File: src/spi_burst_pkg.sv
// Constants, field positions and state types for the serial port with SRAM burst.
// Assumes a 10 MHz system clock and a 10-bit AXI4-Lite byte address (word index = address / 4).
package spi_burst_pkg;

	// Register word indices; byte address is index * 4
	localparam int ADDR_W = 10;
	localparam logic [7:0] IDX_TX_BASE = 8'h3E;
	localparam logic [7:0] IDX_RX_BASE = 8'h3F;
	localparam logic [7:0] IDX_CNT_LO = 8'h40;
	localparam logic [7:0] IDX_CNT_HI = 8'h41;
	localparam logic [7:0] IDX_PIN = 8'h68;
	localparam logic [7:0] IDX_RXCLK = 8'h69;
	localparam logic [7:0] IDX_CTRL1 = 8'hB5;
	localparam logic [7:0] IDX_CTRL2 = 8'hB6;
	localparam logic [7:0] IDX_FLAGS = 8'hBE;
	localparam logic [7:0] IDX_DATA = 8'hBF;
	localparam logic [7:0] IDX_IRQF = 8'hE1;
	localparam logic [7:0] IDX_IRQE = 8'hE7;
	localparam logic [7:0] IDX_IRQP = 8'hF4;

	// serial_control_one fields
	localparam int C1_FULL_IE = 7;
	localparam int C1_EN = 6;
	localparam int C1_EMPTY_IE = 5;
	localparam int C1_ROLE = 4;
	localparam int C1_POL = 3;
	localparam int C1_PHA = 2;
	localparam int C1_LSB = 1;
	localparam int C1_CS = 0;

	// serial_control_two fields
	localparam int C2_ECHO = 6;
	localparam int C2_GO = 5;
	localparam int C2_HALF = 4;
	localparam int C2_DIR = 3;

	// serial_flags fields
	localparam int ST_FULL = 2;
	localparam int ST_OVR = 1;
	localparam int ST_EMPTY = 0;

	// Port bit in the shared interrupt registers
	localparam int IRQ_BIT = 5;

	// Reset values
	localparam logic [7:0] CTRL1_RST = 8'h15;
	localparam logic [7:0] CTRL2_RST = 8'h18;
	localparam logic [2:0] FLAGS_RST = 3'h1;

	// Timing
	localparam int CLK_HZ = 10_000_000;
	localparam int SCK_MAX_HZ = 2_000_000;
	localparam logic [3:0] MIN_HALF = 4'((CLK_HZ + 2 * SCK_MAX_HZ - 1) / (2 * SCK_MAX_HZ));

	// SRAM burst addressing
	localparam int MEM_AW = 12;
	localparam logic [3:0] BASE_LOW = 4'h0;

	// AXI responses
	localparam logic [1:0] RESP_OKAY = 2'h0;
	localparam logic [1:0] RESP_SLVERR = 2'h2;

	typedef enum logic [1:0] {ENG_IDLE, ENG_SHIFT, ENG_TAIL} eng_e;
	typedef enum logic [1:0] {MEM_NONE, MEM_FETCH, MEM_WAIT, MEM_LOAD} mem_e;

endpackage

File: src/spi_burst_port.sv
// Serial peripheral port: master/slave shifter, buffered mode and SRAM burst mode.
// Assumes a single-cycle-latency byte SRAM port and pins already synchronous-free (synced here).
`timescale 1ns/1ps
module spi_burst_port
(
	// Clock and reset
	input wire logic I_CLK,
	input wire logic I_RST,
	// AXI4-Lite write
	input wire logic I_AWVALID,
	output logic O_AWREADY,
	input wire logic [spi_burst_pkg::ADDR_W-1:0] I_AWADDR,
	input wire logic I_WVALID,
	output logic O_WREADY,
	input wire logic [31:0] I_WDATA,
	input wire logic [3:0] I_WSTRB,
	output logic O_BVALID,
	input wire logic I_BREADY,
	output logic [1:0] O_BRESP,
	// AXI4-Lite read
	input wire logic I_ARVALID,
	output logic O_ARREADY,
	input wire logic [spi_burst_pkg::ADDR_W-1:0] I_ARADDR,
	output logic O_RVALID,
	input wire logic I_RREADY,
	output logic [31:0] O_RDATA,
	output logic [1:0] O_RRESP,
	// Serial pins
	input wire logic I_SCLK,
	output logic O_SCLK,
	output logic O_SCLK_OE,
	input wire logic I_CS_N,
	output logic O_CS_N,
	output logic O_CS_N_OE,
	input wire logic I_MOSI,
	output logic O_MOSI,
	output logic O_MOSI_OE,
	input wire logic I_MISO,
	output logic O_MISO,
	output logic O_MISO_OE,
	// SRAM burst port
	output logic [spi_burst_pkg::MEM_AW-1:0] O_MEM_ADDR,
	output logic O_MEM_RD,
	output logic O_MEM_WR,
	output logic [7:0] O_MEM_WDATA,
	input wire logic [7:0] I_MEM_RDATA,
	// Interrupt and pin choice
	output logic O_IRQ,
	output logic O_IRQ_HIGH,
	output logic [1:0] O_PIN_CHOICE
);

	typedef struct packed {
		logic [7:0] cfg1;
		logic [7:0] cfg2;
		logic [7:0] tx_base;
		logic [7:0] rx_base;
		logic [7:0] cnt_lo;
		logic [3:0] cnt_hi;
		logic [1:0] pin_sel;
		logic rxclk_sel;
		logic rx_full;
		logic ovr;
		logic tx_empty;
		logic irq_flag;
		logic irq_allow;
		logic irq_rank;
		logic [7:0] rx_buf;
		logic [7:0] tx_buf;
		logic [7:0] tx_shift;
		logic [7:0] rx_shift;
		logic shift_full;
		logic [3:0] bit_cnt;
		logic [3:0] edge_cnt;
		logic [3:0] half_cnt;
		logic sclk;
		logic out_bit;
		spi_burst_pkg::eng_e eng;
		spi_burst_pkg::mem_e mem_ph;
		logic [11:0] tx_addr;
		logic [11:0] rx_addr;
		logic [11:0] done_cnt;
		logic [11:0] mem_addr;
		logic mem_rd;
		logic mem_wr;
		logic [7:0] mem_wdata;
		logic sclk_s1;
		logic sclk_s2;
		logic sclk_s3;
		logic cs_s1;
		logic cs_s2;
		logic cs_s3;
		logic mosi_s1;
		logic mosi_s2;
		logic miso_s1;
		logic miso_s2;
		logic aw_held;
		logic [7:0] aw_idx;
		logic w_held;
		logic [7:0] wdata;
		logic wstrb0;
		logic bvalid;
		logic [1:0] bresp;
		logic rvalid;
		logic [7:0] rdata;
		logic [1:0] rresp;
	} state_s;

	state_s r;
	state_s n;

	logic en, master, cpol, cpha, lsbf, half, dir, echo, burst;
	logic [3:0] half_len;
	logic [3:0] div_len;
	logic pad_e, pad_l, slave_e, rx_in, port_idle;
	logic [11:0] target;

	// Drive step: {bit now on the line, shifter after it}
	function automatic logic [8:0] drive_f(input logic [7:0] v, input logic lsb);
		drive_f = lsb ? {v[0], 1'b0, v[7:1]} : {v[7], v[6:0], 1'b0};
	endfunction

	function automatic logic [7:0] take_f(input logic [7:0] v, input logic b, input logic lsb);
		take_f = lsb ? {b, v[7:1]} : {v[6:0], b};
	endfunction

	function automatic logic mapped_f(input logic [7:0] idx);
		case (idx)
			spi_burst_pkg::IDX_TX_BASE, spi_burst_pkg::IDX_RX_BASE,
			spi_burst_pkg::IDX_CNT_LO, spi_burst_pkg::IDX_CNT_HI,
			spi_burst_pkg::IDX_PIN, spi_burst_pkg::IDX_RXCLK,
			spi_burst_pkg::IDX_CTRL1, spi_burst_pkg::IDX_CTRL2,
			spi_burst_pkg::IDX_FLAGS, spi_burst_pkg::IDX_DATA,
			spi_burst_pkg::IDX_IRQF, spi_burst_pkg::IDX_IRQE,
			spi_burst_pkg::IDX_IRQP: mapped_f = 1'b1;
			default: mapped_f = 1'b0;
		endcase
	endfunction

	assign en = r.cfg1[spi_burst_pkg::C1_EN];
	assign master = r.cfg1[spi_burst_pkg::C1_ROLE];
	assign cpol = r.cfg1[spi_burst_pkg::C1_POL];
	assign cpha = r.cfg1[spi_burst_pkg::C1_PHA];
	assign lsbf = r.cfg1[spi_burst_pkg::C1_LSB];
	assign half = r.cfg2[spi_burst_pkg::C2_HALF];
	assign dir = r.cfg2[spi_burst_pkg::C2_DIR];
	assign echo = r.cfg2[spi_burst_pkg::C2_ECHO];
	assign burst = r.cfg2[spi_burst_pkg::C2_GO];
	assign target = {r.cnt_hi, r.cnt_lo};

	// Half period of field+1 cycles, floored so the clock stays at or below 2 MHz
	assign div_len = {1'b0, r.cfg2[2:0]} + 4'h1;
	assign half_len = (div_len < spi_burst_pkg::MIN_HALF) ? spi_burst_pkg::MIN_HALF : div_len;

	// Pad clock edges, read only from the second and third sync stages
	assign pad_e = r.sclk_s2 ^ r.sclk_s3;
	assign pad_l = (r.sclk_s3 == cpol);
	assign slave_e = pad_e & en & ~master & ~r.cs_s2;
	assign rx_in = (half | ~master) ? r.mosi_s2 : r.miso_s2;
	assign port_idle = master ? (r.eng == spi_burst_pkg::ENG_IDLE) : r.cs_s2;

	always_comb
	begin
		logic int_e, int_l, drv, smp, done, ld, wr_go, wr_en, data_wr;
		logic [7:0] rx_new, ld_val, wd, rd;
		int_e = 1'b0;
		int_l = 1'b0;
		drv = 1'b0;
		smp = 1'b0;
		done = 1'b0;
		ld = 1'b0;
		wr_go = 1'b0;
		wr_en = 1'b0;
		data_wr = 1'b0;
		rx_new = r.rx_shift;
		ld_val = r.tx_buf;
		wd = r.wdata;
		rd = 8'h00;
		n = r;

		n.sclk_s1 = I_SCLK;
		n.sclk_s2 = r.sclk_s1;
		n.sclk_s3 = r.sclk_s2;
		n.cs_s1 = I_CS_N;
		n.cs_s2 = r.cs_s1;
		n.cs_s3 = r.cs_s2;
		n.mosi_s1 = I_MOSI;
		n.mosi_s2 = r.mosi_s1;
		n.miso_s1 = I_MISO;
		n.miso_s2 = r.miso_s1;
		n.mem_rd = 1'b0;
		n.mem_wr = 1'b0;

		// Bus slave: address and data held until both present
		if (I_AWVALID && O_AWREADY)
		begin
			n.aw_held = 1'b1;
			n.aw_idx = I_AWADDR[spi_burst_pkg::ADDR_W-1:2];
		end
		if (I_WVALID && O_WREADY)
		begin
			n.w_held = 1'b1;
			n.wdata = I_WDATA[7:0];
			n.wstrb0 = I_WSTRB[0];
		end
		wr_go = r.aw_held & r.w_held & ~r.bvalid;
		wr_en = wr_go & r.wstrb0;
		if (wr_go)
		begin
			n.aw_held = 1'b0;
			n.w_held = 1'b0;
			n.bvalid = 1'b1;
			n.bresp = mapped_f(r.aw_idx) ? spi_burst_pkg::RESP_OKAY : spi_burst_pkg::RESP_SLVERR;
		end
		else if (r.bvalid && I_BREADY)
		begin
			n.bvalid = 1'b0;
		end

		case (I_ARADDR[spi_burst_pkg::ADDR_W-1:2])
			spi_burst_pkg::IDX_TX_BASE: rd = r.tx_base;
			spi_burst_pkg::IDX_RX_BASE: rd = r.rx_base;
			spi_burst_pkg::IDX_CNT_LO: rd = r.cnt_lo;
			spi_burst_pkg::IDX_CNT_HI: rd = {4'h0, r.cnt_hi};
			spi_burst_pkg::IDX_PIN: rd = {6'h00, r.pin_sel};
			spi_burst_pkg::IDX_RXCLK: rd = {7'h00, r.rxclk_sel};
			spi_burst_pkg::IDX_CTRL1: rd = r.cfg1;
			spi_burst_pkg::IDX_CTRL2: rd = r.cfg2;
			spi_burst_pkg::IDX_FLAGS: rd = {5'h00, r.rx_full, r.ovr, r.tx_empty};
			spi_burst_pkg::IDX_DATA: rd = r.rx_buf;
			spi_burst_pkg::IDX_IRQF: rd = {2'h0, r.irq_flag, 5'h00};
			spi_burst_pkg::IDX_IRQE: rd = {2'h0, r.irq_allow, 5'h00};
			spi_burst_pkg::IDX_IRQP: rd = {2'h0, r.irq_rank, 5'h00};
			default: rd = 8'h00;
		endcase
		if (I_ARVALID && O_ARREADY)
		begin
			n.rvalid = 1'b1;
			n.rdata = rd;
			n.rresp = mapped_f(I_ARADDR[spi_burst_pkg::ADDR_W-1:2]) ?
				spi_burst_pkg::RESP_OKAY : spi_burst_pkg::RESP_SLVERR;
		end
		else if (r.rvalid && I_RREADY)
		begin
			n.rvalid = 1'b0;
		end

		// Software writes come first so that hardware sets in this cycle win
		if (wr_en)
		begin
			case (r.aw_idx)
				spi_burst_pkg::IDX_TX_BASE: n.tx_base = wd;
				spi_burst_pkg::IDX_RX_BASE: n.rx_base = wd;
				spi_burst_pkg::IDX_CNT_LO: n.cnt_lo = wd;
				spi_burst_pkg::IDX_CNT_HI: n.cnt_hi = wd[3:0];
				spi_burst_pkg::IDX_PIN: n.pin_sel = wd[1:0];
				spi_burst_pkg::IDX_RXCLK: n.rxclk_sel = wd[0];
				spi_burst_pkg::IDX_CTRL1: n.cfg1 = wd;
				spi_burst_pkg::IDX_CTRL2:
				begin
					n.cfg2 = {1'b0, wd[6:0]};
					if (wd[spi_burst_pkg::C2_GO] && !burst)
					begin
						n.tx_addr = {r.tx_base, spi_burst_pkg::BASE_LOW};
						n.rx_addr = {r.rx_base, spi_burst_pkg::BASE_LOW};
						n.done_cnt = 12'h000;
						n.shift_full = 1'b0;
						n.mem_ph = spi_burst_pkg::MEM_FETCH;
					end
					else if (!wd[spi_burst_pkg::C2_GO])
					begin
						n.mem_ph = spi_burst_pkg::MEM_NONE;
					end
				end
				spi_burst_pkg::IDX_FLAGS:
				begin
					if (!wd[spi_burst_pkg::ST_FULL])
					begin
						n.rx_full = 1'b0;
					end
					if (!wd[spi_burst_pkg::ST_OVR])
					begin
						n.ovr = 1'b0;
					end
				end
				spi_burst_pkg::IDX_DATA: data_wr = 1'b1;
				spi_burst_pkg::IDX_IRQF: n.irq_flag = wd[spi_burst_pkg::IRQ_BIT];
				spi_burst_pkg::IDX_IRQE: n.irq_allow = wd[spi_burst_pkg::IRQ_BIT];
				spi_burst_pkg::IDX_IRQP: n.irq_rank = wd[spi_burst_pkg::IRQ_BIT];
				default: ;
			endcase
		end

		// Master clock generator
		unique case (r.eng)
			spi_burst_pkg::ENG_IDLE:
			begin
				n.sclk = cpol;
				n.edge_cnt = 4'h0;
				if (en && master && r.shift_full)
				begin
					n.eng = spi_burst_pkg::ENG_SHIFT;
					n.half_cnt = half_len - 4'h1;
					n.bit_cnt = 4'h0;
					if (!cpha)
					begin
						{n.out_bit, n.tx_shift} = drive_f(r.tx_shift, lsbf);
					end
				end
			end
			spi_burst_pkg::ENG_SHIFT:
			begin
				if (r.half_cnt == 4'h0)
				begin
					int_e = 1'b1;
					int_l = (r.sclk == cpol);
					n.sclk = ~r.sclk;
					n.edge_cnt = r.edge_cnt + 4'h1;
					n.half_cnt = half_len - 4'h1;
					if (r.edge_cnt == 4'hF)
					begin
						n.eng = spi_burst_pkg::ENG_TAIL;
					end
				end
				else
				begin
					n.half_cnt = r.half_cnt - 4'h1;
				end
			end
			spi_burst_pkg::ENG_TAIL:
			begin
				// Pad-clock capture may lag; wait for the last bit before the next byte
				if (r.half_cnt != 4'h0)
				begin
					n.half_cnt = r.half_cnt - 4'h1;
				end
				else if (r.bit_cnt == 4'h0)
				begin
					n.eng = spi_burst_pkg::ENG_IDLE;
				end
			end
		endcase

		// Drive on the edge that is not the sampling one
		if (master)
		begin
			drv = int_e & ~(int_l ^ cpha);
			smp = r.rxclk_sel ? (int_e & (int_l ^ cpha)) :
				(pad_e & (pad_l ^ cpha) & (r.eng != spi_burst_pkg::ENG_IDLE));
		end
		else
		begin
			drv = slave_e & ~(pad_l ^ cpha);
			smp = slave_e & (pad_l ^ cpha);
		end
		if (!cpha && (r.bit_cnt == 4'h0 || r.bit_cnt[3]))
		begin
			drv = 1'b0;
		end
		if (drv)
		begin
			{n.out_bit, n.tx_shift} = drive_f(r.tx_shift, lsbf);
		end
		if (smp)
		begin
			rx_new = take_f(r.rx_shift, rx_in, lsbf);
			n.rx_shift = rx_new;
			n.bit_cnt = r.bit_cnt + 4'h1;
			if (r.bit_cnt == 4'h7)
			begin
				done = 1'b1;
				n.bit_cnt = 4'h0;
			end
		end

		// Byte boundary
		if (done && burst)
		begin
			n.mem_wr = 1'b1;
			n.mem_addr = r.rx_addr;
			n.mem_wdata = rx_new;
			n.rx_addr = r.rx_addr + 12'h001;
			n.done_cnt = r.done_cnt + 12'h001;
			n.shift_full = 1'b0;
			if (r.done_cnt + 12'h001 == target)
			begin
				n.cfg2[spi_burst_pkg::C2_GO] = 1'b0;
				n.rx_full = 1'b1;
				n.tx_empty = 1'b1;
				n.irq_flag = 1'b1;
				n.mem_ph = spi_burst_pkg::MEM_NONE;
			end
			else if (echo)
			begin
				ld = 1'b1;
				ld_val = rx_new;
			end
			else
			begin
				n.mem_ph = spi_burst_pkg::MEM_FETCH;
			end
		end
		else if (done)
		begin
			if (r.rx_full)
			begin
				n.ovr = 1'b1;
			end
			else
			begin
				n.rx_buf = rx_new;
				n.rx_full = 1'b1;
				if (r.cfg1[spi_burst_pkg::C1_FULL_IE])
				begin
					n.irq_flag = 1'b1;
				end
			end
			if (echo)
			begin
				ld = 1'b1;
				ld_val = rx_new;
			end
			else if (!r.tx_empty)
			begin
				ld = 1'b1;
				n.tx_empty = 1'b1;
			end
			else
			begin
				n.shift_full = 1'b0;
			end
		end

		// SRAM fetch: read issued, data one cycle later
		unique case (r.mem_ph)
			spi_burst_pkg::MEM_NONE: ;
			spi_burst_pkg::MEM_FETCH:
			begin
				n.mem_rd = 1'b1;
				n.mem_addr = r.tx_addr;
				n.tx_addr = r.tx_addr + 12'h001;
				n.mem_ph = spi_burst_pkg::MEM_WAIT;
			end
			spi_burst_pkg::MEM_WAIT: n.mem_ph = spi_burst_pkg::MEM_LOAD;
			spi_burst_pkg::MEM_LOAD:
			begin
				ld = 1'b1;
				ld_val = I_MEM_RDATA;
				n.mem_ph = spi_burst_pkg::MEM_NONE;
			end
		endcase

		// Buffered write path: shifter first when idle, else the buffer
		if (data_wr && !burst)
		begin
			if (!n.shift_full && !ld && port_idle)
			begin
				ld = 1'b1;
				ld_val = wd;
			end
			else
			begin
				n.tx_buf = wd;
				n.tx_empty = 1'b0;
			end
		end
		if (ld)
		begin
			n.tx_shift = ld_val;
			n.shift_full = 1'b1;
			// A slave must present the first bit before the master's first edge
			if (!master && !cpha)
			begin
				{n.out_bit, n.tx_shift} = drive_f(ld_val, lsbf);
			end
		end

		if (r.cfg1[spi_burst_pkg::C1_EMPTY_IE] && n.tx_empty &&
			(!r.tx_empty || (n.cfg1[spi_burst_pkg::C1_EN] && !en)))
		begin
			n.irq_flag = 1'b1;
		end
		// A slave frame aborted by chip select restarts at bit zero
		if (!master && r.cs_s2 && !r.cs_s3)
		begin
			n.bit_cnt = 4'h0;
		end
		if (!en)
		begin
			n.eng = spi_burst_pkg::ENG_IDLE;
			n.bit_cnt = 4'h0;
			n.sclk = cpol;
		end
	end

	always_ff @(posedge I_CLK)
	begin
		if (I_RST)
		begin
			r <= '0;
			r.cfg1 <= spi_burst_pkg::CTRL1_RST;
			r.cfg2 <= spi_burst_pkg::CTRL2_RST;
			{r.rx_full, r.ovr, r.tx_empty} <= spi_burst_pkg::FLAGS_RST;
			r.eng <= spi_burst_pkg::ENG_IDLE;
			r.mem_ph <= spi_burst_pkg::MEM_NONE;
			r.cs_s1 <= 1'b1;
			r.cs_s2 <= 1'b1;
			r.cs_s3 <= 1'b1;
		end
		else
		begin
			r <= n;
		end
	end

	assign O_AWREADY = ~r.aw_held & ~r.bvalid;
	assign O_WREADY = ~r.w_held & ~r.bvalid;
	assign O_BVALID = r.bvalid;
	assign O_BRESP = r.bresp;
	assign O_ARREADY = ~r.rvalid;
	assign O_RVALID = r.rvalid;
	assign O_RDATA = {24'h000000, r.rdata};
	assign O_RRESP = r.rresp;

	assign O_SCLK = r.sclk;
	assign O_SCLK_OE = en & master;
	assign O_CS_N = r.cfg1[spi_burst_pkg::C1_CS];
	assign O_CS_N_OE = master;
	assign O_MOSI = r.out_bit;
	assign O_MOSI_OE = en & (half ? (dir & (master | ~r.cs_s2)) : master);
	assign O_MISO = r.out_bit;
	assign O_MISO_OE = en & ~master & ~r.cs_s2 & ~half;

	assign O_MEM_ADDR = r.mem_addr;
	assign O_MEM_RD = r.mem_rd;
	assign O_MEM_WR = r.mem_wr;
	assign O_MEM_WDATA = r.mem_wdata;

	assign O_IRQ = r.irq_flag & r.irq_allow;
	assign O_IRQ_HIGH = r.irq_rank;
	assign O_PIN_CHOICE = r.pin_sel;

endmodule // spi_burst_port

File: config.mk
export PLATFORM = sky130hd
export DESIGN_NAME = spi_burst_port
export DESIGN_NICKNAME = d
export VERILOG_FILES = /design/src/spi_burst_pkg.sv /design/src/spi_burst_port.sv
export SDC_FILE = /design/constraint.sdc
export NUM_CORES = 1
export LEC_CHECK = 0
export BUFFER_PORTS_ARGS = -buffer_cell sky130_fd_sc_hd__buf_2
export CORE_ASPECT_RATIO = 0.5
export CORE_MARGIN = 2
export CORE_UTILIZATION = 57
export DETAILED_ROUTE_END_ITERATION = 10
export GPL_TIMING_DRIVEN = 1
export PLACE_DENSITY = 0.79
export SLEW_MARGIN = 5
export SYNTH_ARGS = -nofsm -noshare
export SYNTH_HDL_FRONTEND = slang
export SYNTH_SLANG_ARGS = --single-unit
File: constraint.sdc
create_clock -name I_CLK -period 4.8 [get_ports I_CLK]
set_input_delay 0.48 -clock I_CLK [delete_from_list [all_inputs] [get_ports I_CLK]]
set_output_delay 0.48 -clock I_CLK [all_outputs]
set_load 0.05 [all_outputs]
==> flow_summary.yaml, run 1 <==
sta:
  hold_viol_final: 0
  skew_ps: 9.20
  finalSetupTns_ps: 0
  tightest_slew_ps: 1170
  maxSlewViolCount: 0
  clock.fmax_ghz: 0.253
  fin_crit_sh: 0.825
  setup_ws_ps: 840
  rsz0062_at_grt: "false"
  finalSetupViolCount: 0
  relSlewSlack: 0.213
  period_minus_slack_ps: 3960
routing:
  dr_total_vias: 10400
  wire_per_inst_um: 17.9
  drtIter0Drc: 994
  drc: 0
  antenna_left: 0
  vias_per_cell: 6.06
  wl_um: 30600
  dr.pass1.iters: 6
final_layout:
  num_antenna_cells: 0
  multi_input_area_um2: 6280
  postLayoutCoreUtil: 0.623
  nets: 1522
  drive_gt1_frac: 0.129
  syn_to_final_growth_pct: 7.76
  final-seq-area_um2: 4040
  nFillCells: 1714
clocking:
  h-tree-depth: 1
  cts.sink_count: 202
  cts_buffers: 20
  clkLatencyLatePin_ps: 500
  postCtsHoldBufs: 0
  cts_tree: "done"
  cts.clk_slew.worst_paths_ps: 70
  cts-root-buf: "clkbuf_16"
  clock_path_buffers: 3
  ctsResizeCount: 0
  post-cts-setup-buffer-count: 0
logic_synthesis:
  syn_inst: 1430
  syn_area_um2: 11200
  synth_ff_type: "dfxtp_1"
  synth-edff-count: 0
  yosysSeqAreaShare: 0.362
  async_reset_ff_frac: 0
  avgSynthCellArea_um2: 7.82
  synth.distinct_cells: 75
  synth-seq-cells: 202
  yosys_warnings: 0
pwr:
  power_density_nw_per_um2: 301
  ir_worst_vdd_mv: 0.203
  p_leak_uw: 0.00468
critical_path:
  critical_path_required_ps: 5220
  crit_type: "flip-flop to flip-flop"
  cp-start-kind: "flip-flop"
  cp_max_fo: 19
  critPathCaptureType: "flip-flop"
  crit_arrival_ps: 4380
global_routing:
  grt-ovfl-total: 0
  grt_use_total: 0.285
  grt_pass1_wl_um: 47700
  grt_max_degree: 109
  antenna_found_initial: 0
  grt_pass1_vias: 9152
placed_design:
  gp_congestion: 0.952
  place.port_buffers: 92
  dp_slack_ps: 900
  hpwl_um: 21600
die:
  die_h_um: 103
  start_util: 0.578
  dieArea_um2: 20800
  die_w_um: 202
  core_um2: 19300
  ios: 150
  rows: 36
job:
  max-cap-violations: 0
run_status:
  status: "finished, final reports clean"
worst_hold_path:
  hold_path_class: "input pin to flip-flop"
## kinds of logic (layout without fill, tap and decap cells)
kind of cell    after synthesis  in the layout  synth area share
simple gates                580            580             0.241
mux                          88             88            0.0848
compound gates              334            334             0.187
buf+inv                     184            172            0.0851
flops                       202            202             0.362
other cells                   1             26          0.000335
fa+ha+maj                    18             18            0.0201
xor+xnor                     23             23            0.0194
## final cells by class
class                      instances  share of cell area
sequential                       202               0.336
clock buffer                      24              0.0462
multi-input combinational       1069               0.521
timing repair buffer             106              0.0475
clock inverter                    12              0.0122
tap                              266              0.0276
inverter                          30             0.00935
## cells in the final DEF, fill, tap and decap left out, types with 15 or more instances in the layout
master / synthesis / routed
dfxtp_1: 202 / 202
nor2_1: 186 / 186
nand2_1: 180 / 180
a21oi_1: 158 / 158
buf_2: 4 / 91
mux2i_1: 61 / 61
o21ai_0: 47 / 47
nand3_1: 40 / 40
nor3_1: 33 / 33
inv_1: 30 / 30
conb_1: 1 / 26
mux2_2: 24 / 24
clkbuf_16: 0 / 21
nand2b_1: 19 / 19
nor2b_1: 19 / 19
a211oi_1: 19 / 19
ha_1: 18 / 18
and3_1: 15 / 15
nand4_1: 15 / 15
## worst paths after layout
check                           startpoint      to  slack [ps]  cells past startpoint
worst max-delay path                r[107]  r[131]         840                     11
worst min-delay path                I_CS_N   n[38]         170                      2
worst max register to register      r[107]  r[131]         840                     11
worst min register to register       n[38]   n[37]         430                      1
## layer usage
layer  global-route usage  wire, µm
met1                0.394     13500
met2                0.459     13500
met3               0.0566      2970
met4               0.0752       628
met5                    0         0
## cells in the mapped netlist (11+ instances only)
cell      number  area [µm²]
o21ai_0       47         235
and3_1        15        93.8
a31oi_1       11        68.8
nand3_1       40         200
mux2_2        24         270
nor2b_1       19         119
a211oi_1      19         143
mux2i_1       61         611
xnor2_1       13         114
nor2_1       186         698
nand2b_1      19         119
nand2_1      180         676
inv_1         30         113
buf_4         64         480
nand4_1       15        93.8
dfxtp_1      202        4040
ha_1          18         225
nor3_1        33         165
a21oi_1      158         791
clkbuf_1      77         289
## sequential cells by signal (all words and copies together) (netlist names), 2 cells and up
signal        flops
O_MEM_WDATA       8
n                 6
r               147
O_PIN_CHOICE      2
O_MEM_ADDR       12
O_RDATA           8
## stage by stage
| step | cells | hold slack (ps) | total power [µW] | cell area [µm²] |
|---|---|---|---|---|
| 6_report | 1709 | 167 | 3630 | 12000 |
| 5_1_grt | 1709 | 183 | 3730 | 12000 |
| 4_1_cts | 1709 | 163 | 3640 | 12000 |
| 3_5_place_dp | 1673 | 410 | 1990 | 11300 |
| 3_3_place_gp | 1673 | 406 | 1980 | 11300 |
| 2_1_floorplan | 1455 | 389 | 1950 | 11300 |
## power by group
group	switching (µW)	total (µW)	internal [µW]
clock network	680	1670	994
registers	39.5	1740	1700
logic	164	217	53.0
## worst max-delay path: stages (launching register included)
cell,delay [ps]
dfxtp_1,340
inv_1,60
ha_1,200
or3b_1,510
or4_1,560
o21a_1,160
or4_4,580
o21ai_4,230
and2_1,560
a21oi_1,140
a221o_1,350
a31oi_1,170
(Power assumes the default switching activity.)
==> inputs of run 2 (changes only) <==
Settings changed: ABC_AREA set to 1.
Clock period 4.8 ns to 4 ns, I/O delays scaled along.
==> run 2 against run 1 <==
Critical path depth is 6 higher. Non-clock buffer count is 3 lower. Total power is 17% higher. Clock-buffer cell count is 6 higher. Highest routed layer unchanged. Area after synthesis is 0.88% lower. Maximum frequency is 18% higher. Design area is 0.10% lower. Critical path type unchanged. Sequential power is 19% higher. Clock power is 16% higher. Critical endpoint is now r[130]. Combinational power is 15% higher.
==> flow_summary.yaml, run 2 <==
global_routing:
  grt_pass1_vias: 9918
  grt-ovfl-total: 0
  grt_pass1_wl_um: 49500
  grt_max_degree: 67
  antenna_found_initial: 0
  grt_use_total: 0.297
critical_path:
  critical_path_required_ps: 4390
  cp-start-kind: "flip-flop"
  cpPeakStageDelay_ps: 460
  cp_max_fo: 18
  crit_top_cell: "nand3_1"
  path_buf_inv: 2
  crit_type: "flip-flop to flip-flop"
  crit_arrival_ps: 3760
  worst_path_max_delay_cell: "nand2_2"
  critPathCaptureType: "flip-flop"
  crit_chain: "inv_1 -> ha_1 -> nand3_2 -> o21ai_1 -> nand3_1 -> nand2_2 -> nand4_4 -> nand2_2 -> nor2_2 -> nor2_8 -> inv_2 -> nor2_4 -> nand3_1 -> nand3_1 -> nand2_1 -> nor2_1 -> nor2_1"
  crit_family: "simple AND/OR/NAND/NOR gates"
final_layout:
  largest_reg_flops: 147
  drive_gt1_frac: 0.109
  syn_to_final_growth_pct: 8.61
  num_antenna_cells: 0
  final_cell_mix: "nand2_1, inv_1, dfxtp_1"
  final_common_cell: "nand2_1"
  nFillCells: 1681
  nets: 1742
  multi_input_area_um2: 5540
  final-seq-area_um2: 4040
  postLayoutCoreUtil: 0.643
  regMostFlops: "r"
  stdcell_area_um2: 12000
die:
  core_um2: 18700
  start_util: 0.593
  die_h_um: 103
  die_w_um: 201
  rows: 35
  dieArea_um2: 20600
  ios: 150
logic_synthesis:
  synth-edff-count: 0
  syn_inst: 1613
  yosysTopAreaCell: "dfxtp_1"
  synth.distinct_cells: 54
  synth_fa_ha_area_frac: 0.0203
  avgSynthCellArea_um2: 6.87
  synth_top_area_frac: 0.365
  synthSimpleGateAreaFrac: 0.256
  synthMuxAreaShare: 0
  async_reset_ff_frac: 0
  synth_most_common_cell: "nand2_1"
  synth_top_family_by_area: "simple AND/OR/NAND/NOR gates"
  yosys_warnings: 0
  synth_xor_area_frac: 0.0103
  synth_compound_area_frac: 0.205
  syn_area_um2: 11100
  yosysSeqAreaShare: 0.365
  synth_ff_type: "dfxtp_1"
  synthTopCellsByArea: "dfxtp_1, nand2_1, inv_1"
  synth-seq-cells: 202
  synthTopCellsByCount: "nand2_1, inv_1, dfxtp_1"
sta:
  finalSetupTns_ps: 0
  hold_viol_final: 0
  finalSetupViolCount: 0
  period_minus_slack_ps: 3370
  clock.fmax_ghz: 0.297
  relSlewSlack: 0.288
  fin_crit_sh: 0.842
  maxSlewViolCount: 0
  skew_ps: 19.8
  rsz0062_at_grt: "false"
  tightest_slew_ps: 1070
run_status:
  status: "finished, final reports clean"
clocking:
  cts.clk_slew.worst_paths_ps: 60
  ctsResizeCount: 0
  cts_tree: "done"
  clock_path_buffers: 3
  cts.sink_count: 202
  postCtsHoldBufs: 0
  cts_buffers: 20
  cts-root-buf: "clkbuf_16"
  clkLatencyLatePin_ps: 500
  h-tree-depth: 1
  post-cts-setup-buffer-count: 0
placed_design:
  gp_congestion: 0.961
  dpl_cell_area_um2: 11400
  place.port_buffers: 92
  hpwl_um: 23000
routing:
  wl_um: 31500
  dr_total_vias: 11100
  drtIter0Drc: 935
  vias_per_cell: 5.78
  dr.pass1.iters: 5
  antenna_left: 0
  drc: 0
  wire_per_inst_um: 16.4
pwr:
  p_leak_uw: 0.00509
  ir_worst_vdd_mv: 0.260
  power_density_nw_per_um2: 354
job:
  max-cap-violations: 0
worst_hold_path:
  hold_path_class: "input pin to flip-flop"
-- run 2: logic make-up (layout without fill, tap and decap cells) --
family / after synthesis / count (layout)
compound gates: 382 / 382
xor+xnor: 13 / 13
fa+ha+maj: 18 / 18
buf+inv: 354 / 378
flops: 202 / 202
other cells: 1 / 26
simple gates: 643 / 643
-- run 2: report_power, final --
part / internal [µW] / total, µW / switching, µW
Clock: 1140 / 1940 / 806
Combinational: 49.6 / 250 / 200
Sequential: 2040 / 2070 / 33.1
-- run 2: layout make-up --
cell class	instances	share of cell area
repair buffers	103	0.0453
multi-input cells	1082	0.461
flip-flops and latches	202	0.336
clock inverters	5	0.00468
inverters	240	0.0749
well taps	259	0.0269
clock buffers	30	0.0515
-- run 2: worst paths after layout --
kind                            startpoint  endpoint  slack, ps  depth (start not counted)
worst max-delay path                r[104]    r[130]        630                         17
worst min register to register       n[41]     n[40]        400                          2
worst max register to register      r[104]    r[130]        630                         17
worst min-delay path                I_CS_N     n[38]         80                          2
-- run 2: through the flow --
step | cells | total power [µW] | hold WS [ps] | worst slack, ps
after floorplan | 1638 | 2300 | 388 | 1540
after global placement | 1886 | 2350 | 396 | 869
after detailed placement | 1886 | 2360 | 395 | 760
after CTS | 1921 | 4260 | 80.0 | 735
after global routing | 1921 | 4380 | 82.4 | 308
final | 1921 | 4260 | 84.0 | 630
-- run 2: layer usage --
metal / GRT usage / wire [µm] / part of all wire
met1: 0.394 / 13800 / 0.44
met2: 0.492 / 13800 / 0.44
met3: 0.0695 / 3140 / 0.10
met4: 0.0826 / 742 / 0.024
met5: 0 / 0 / 0
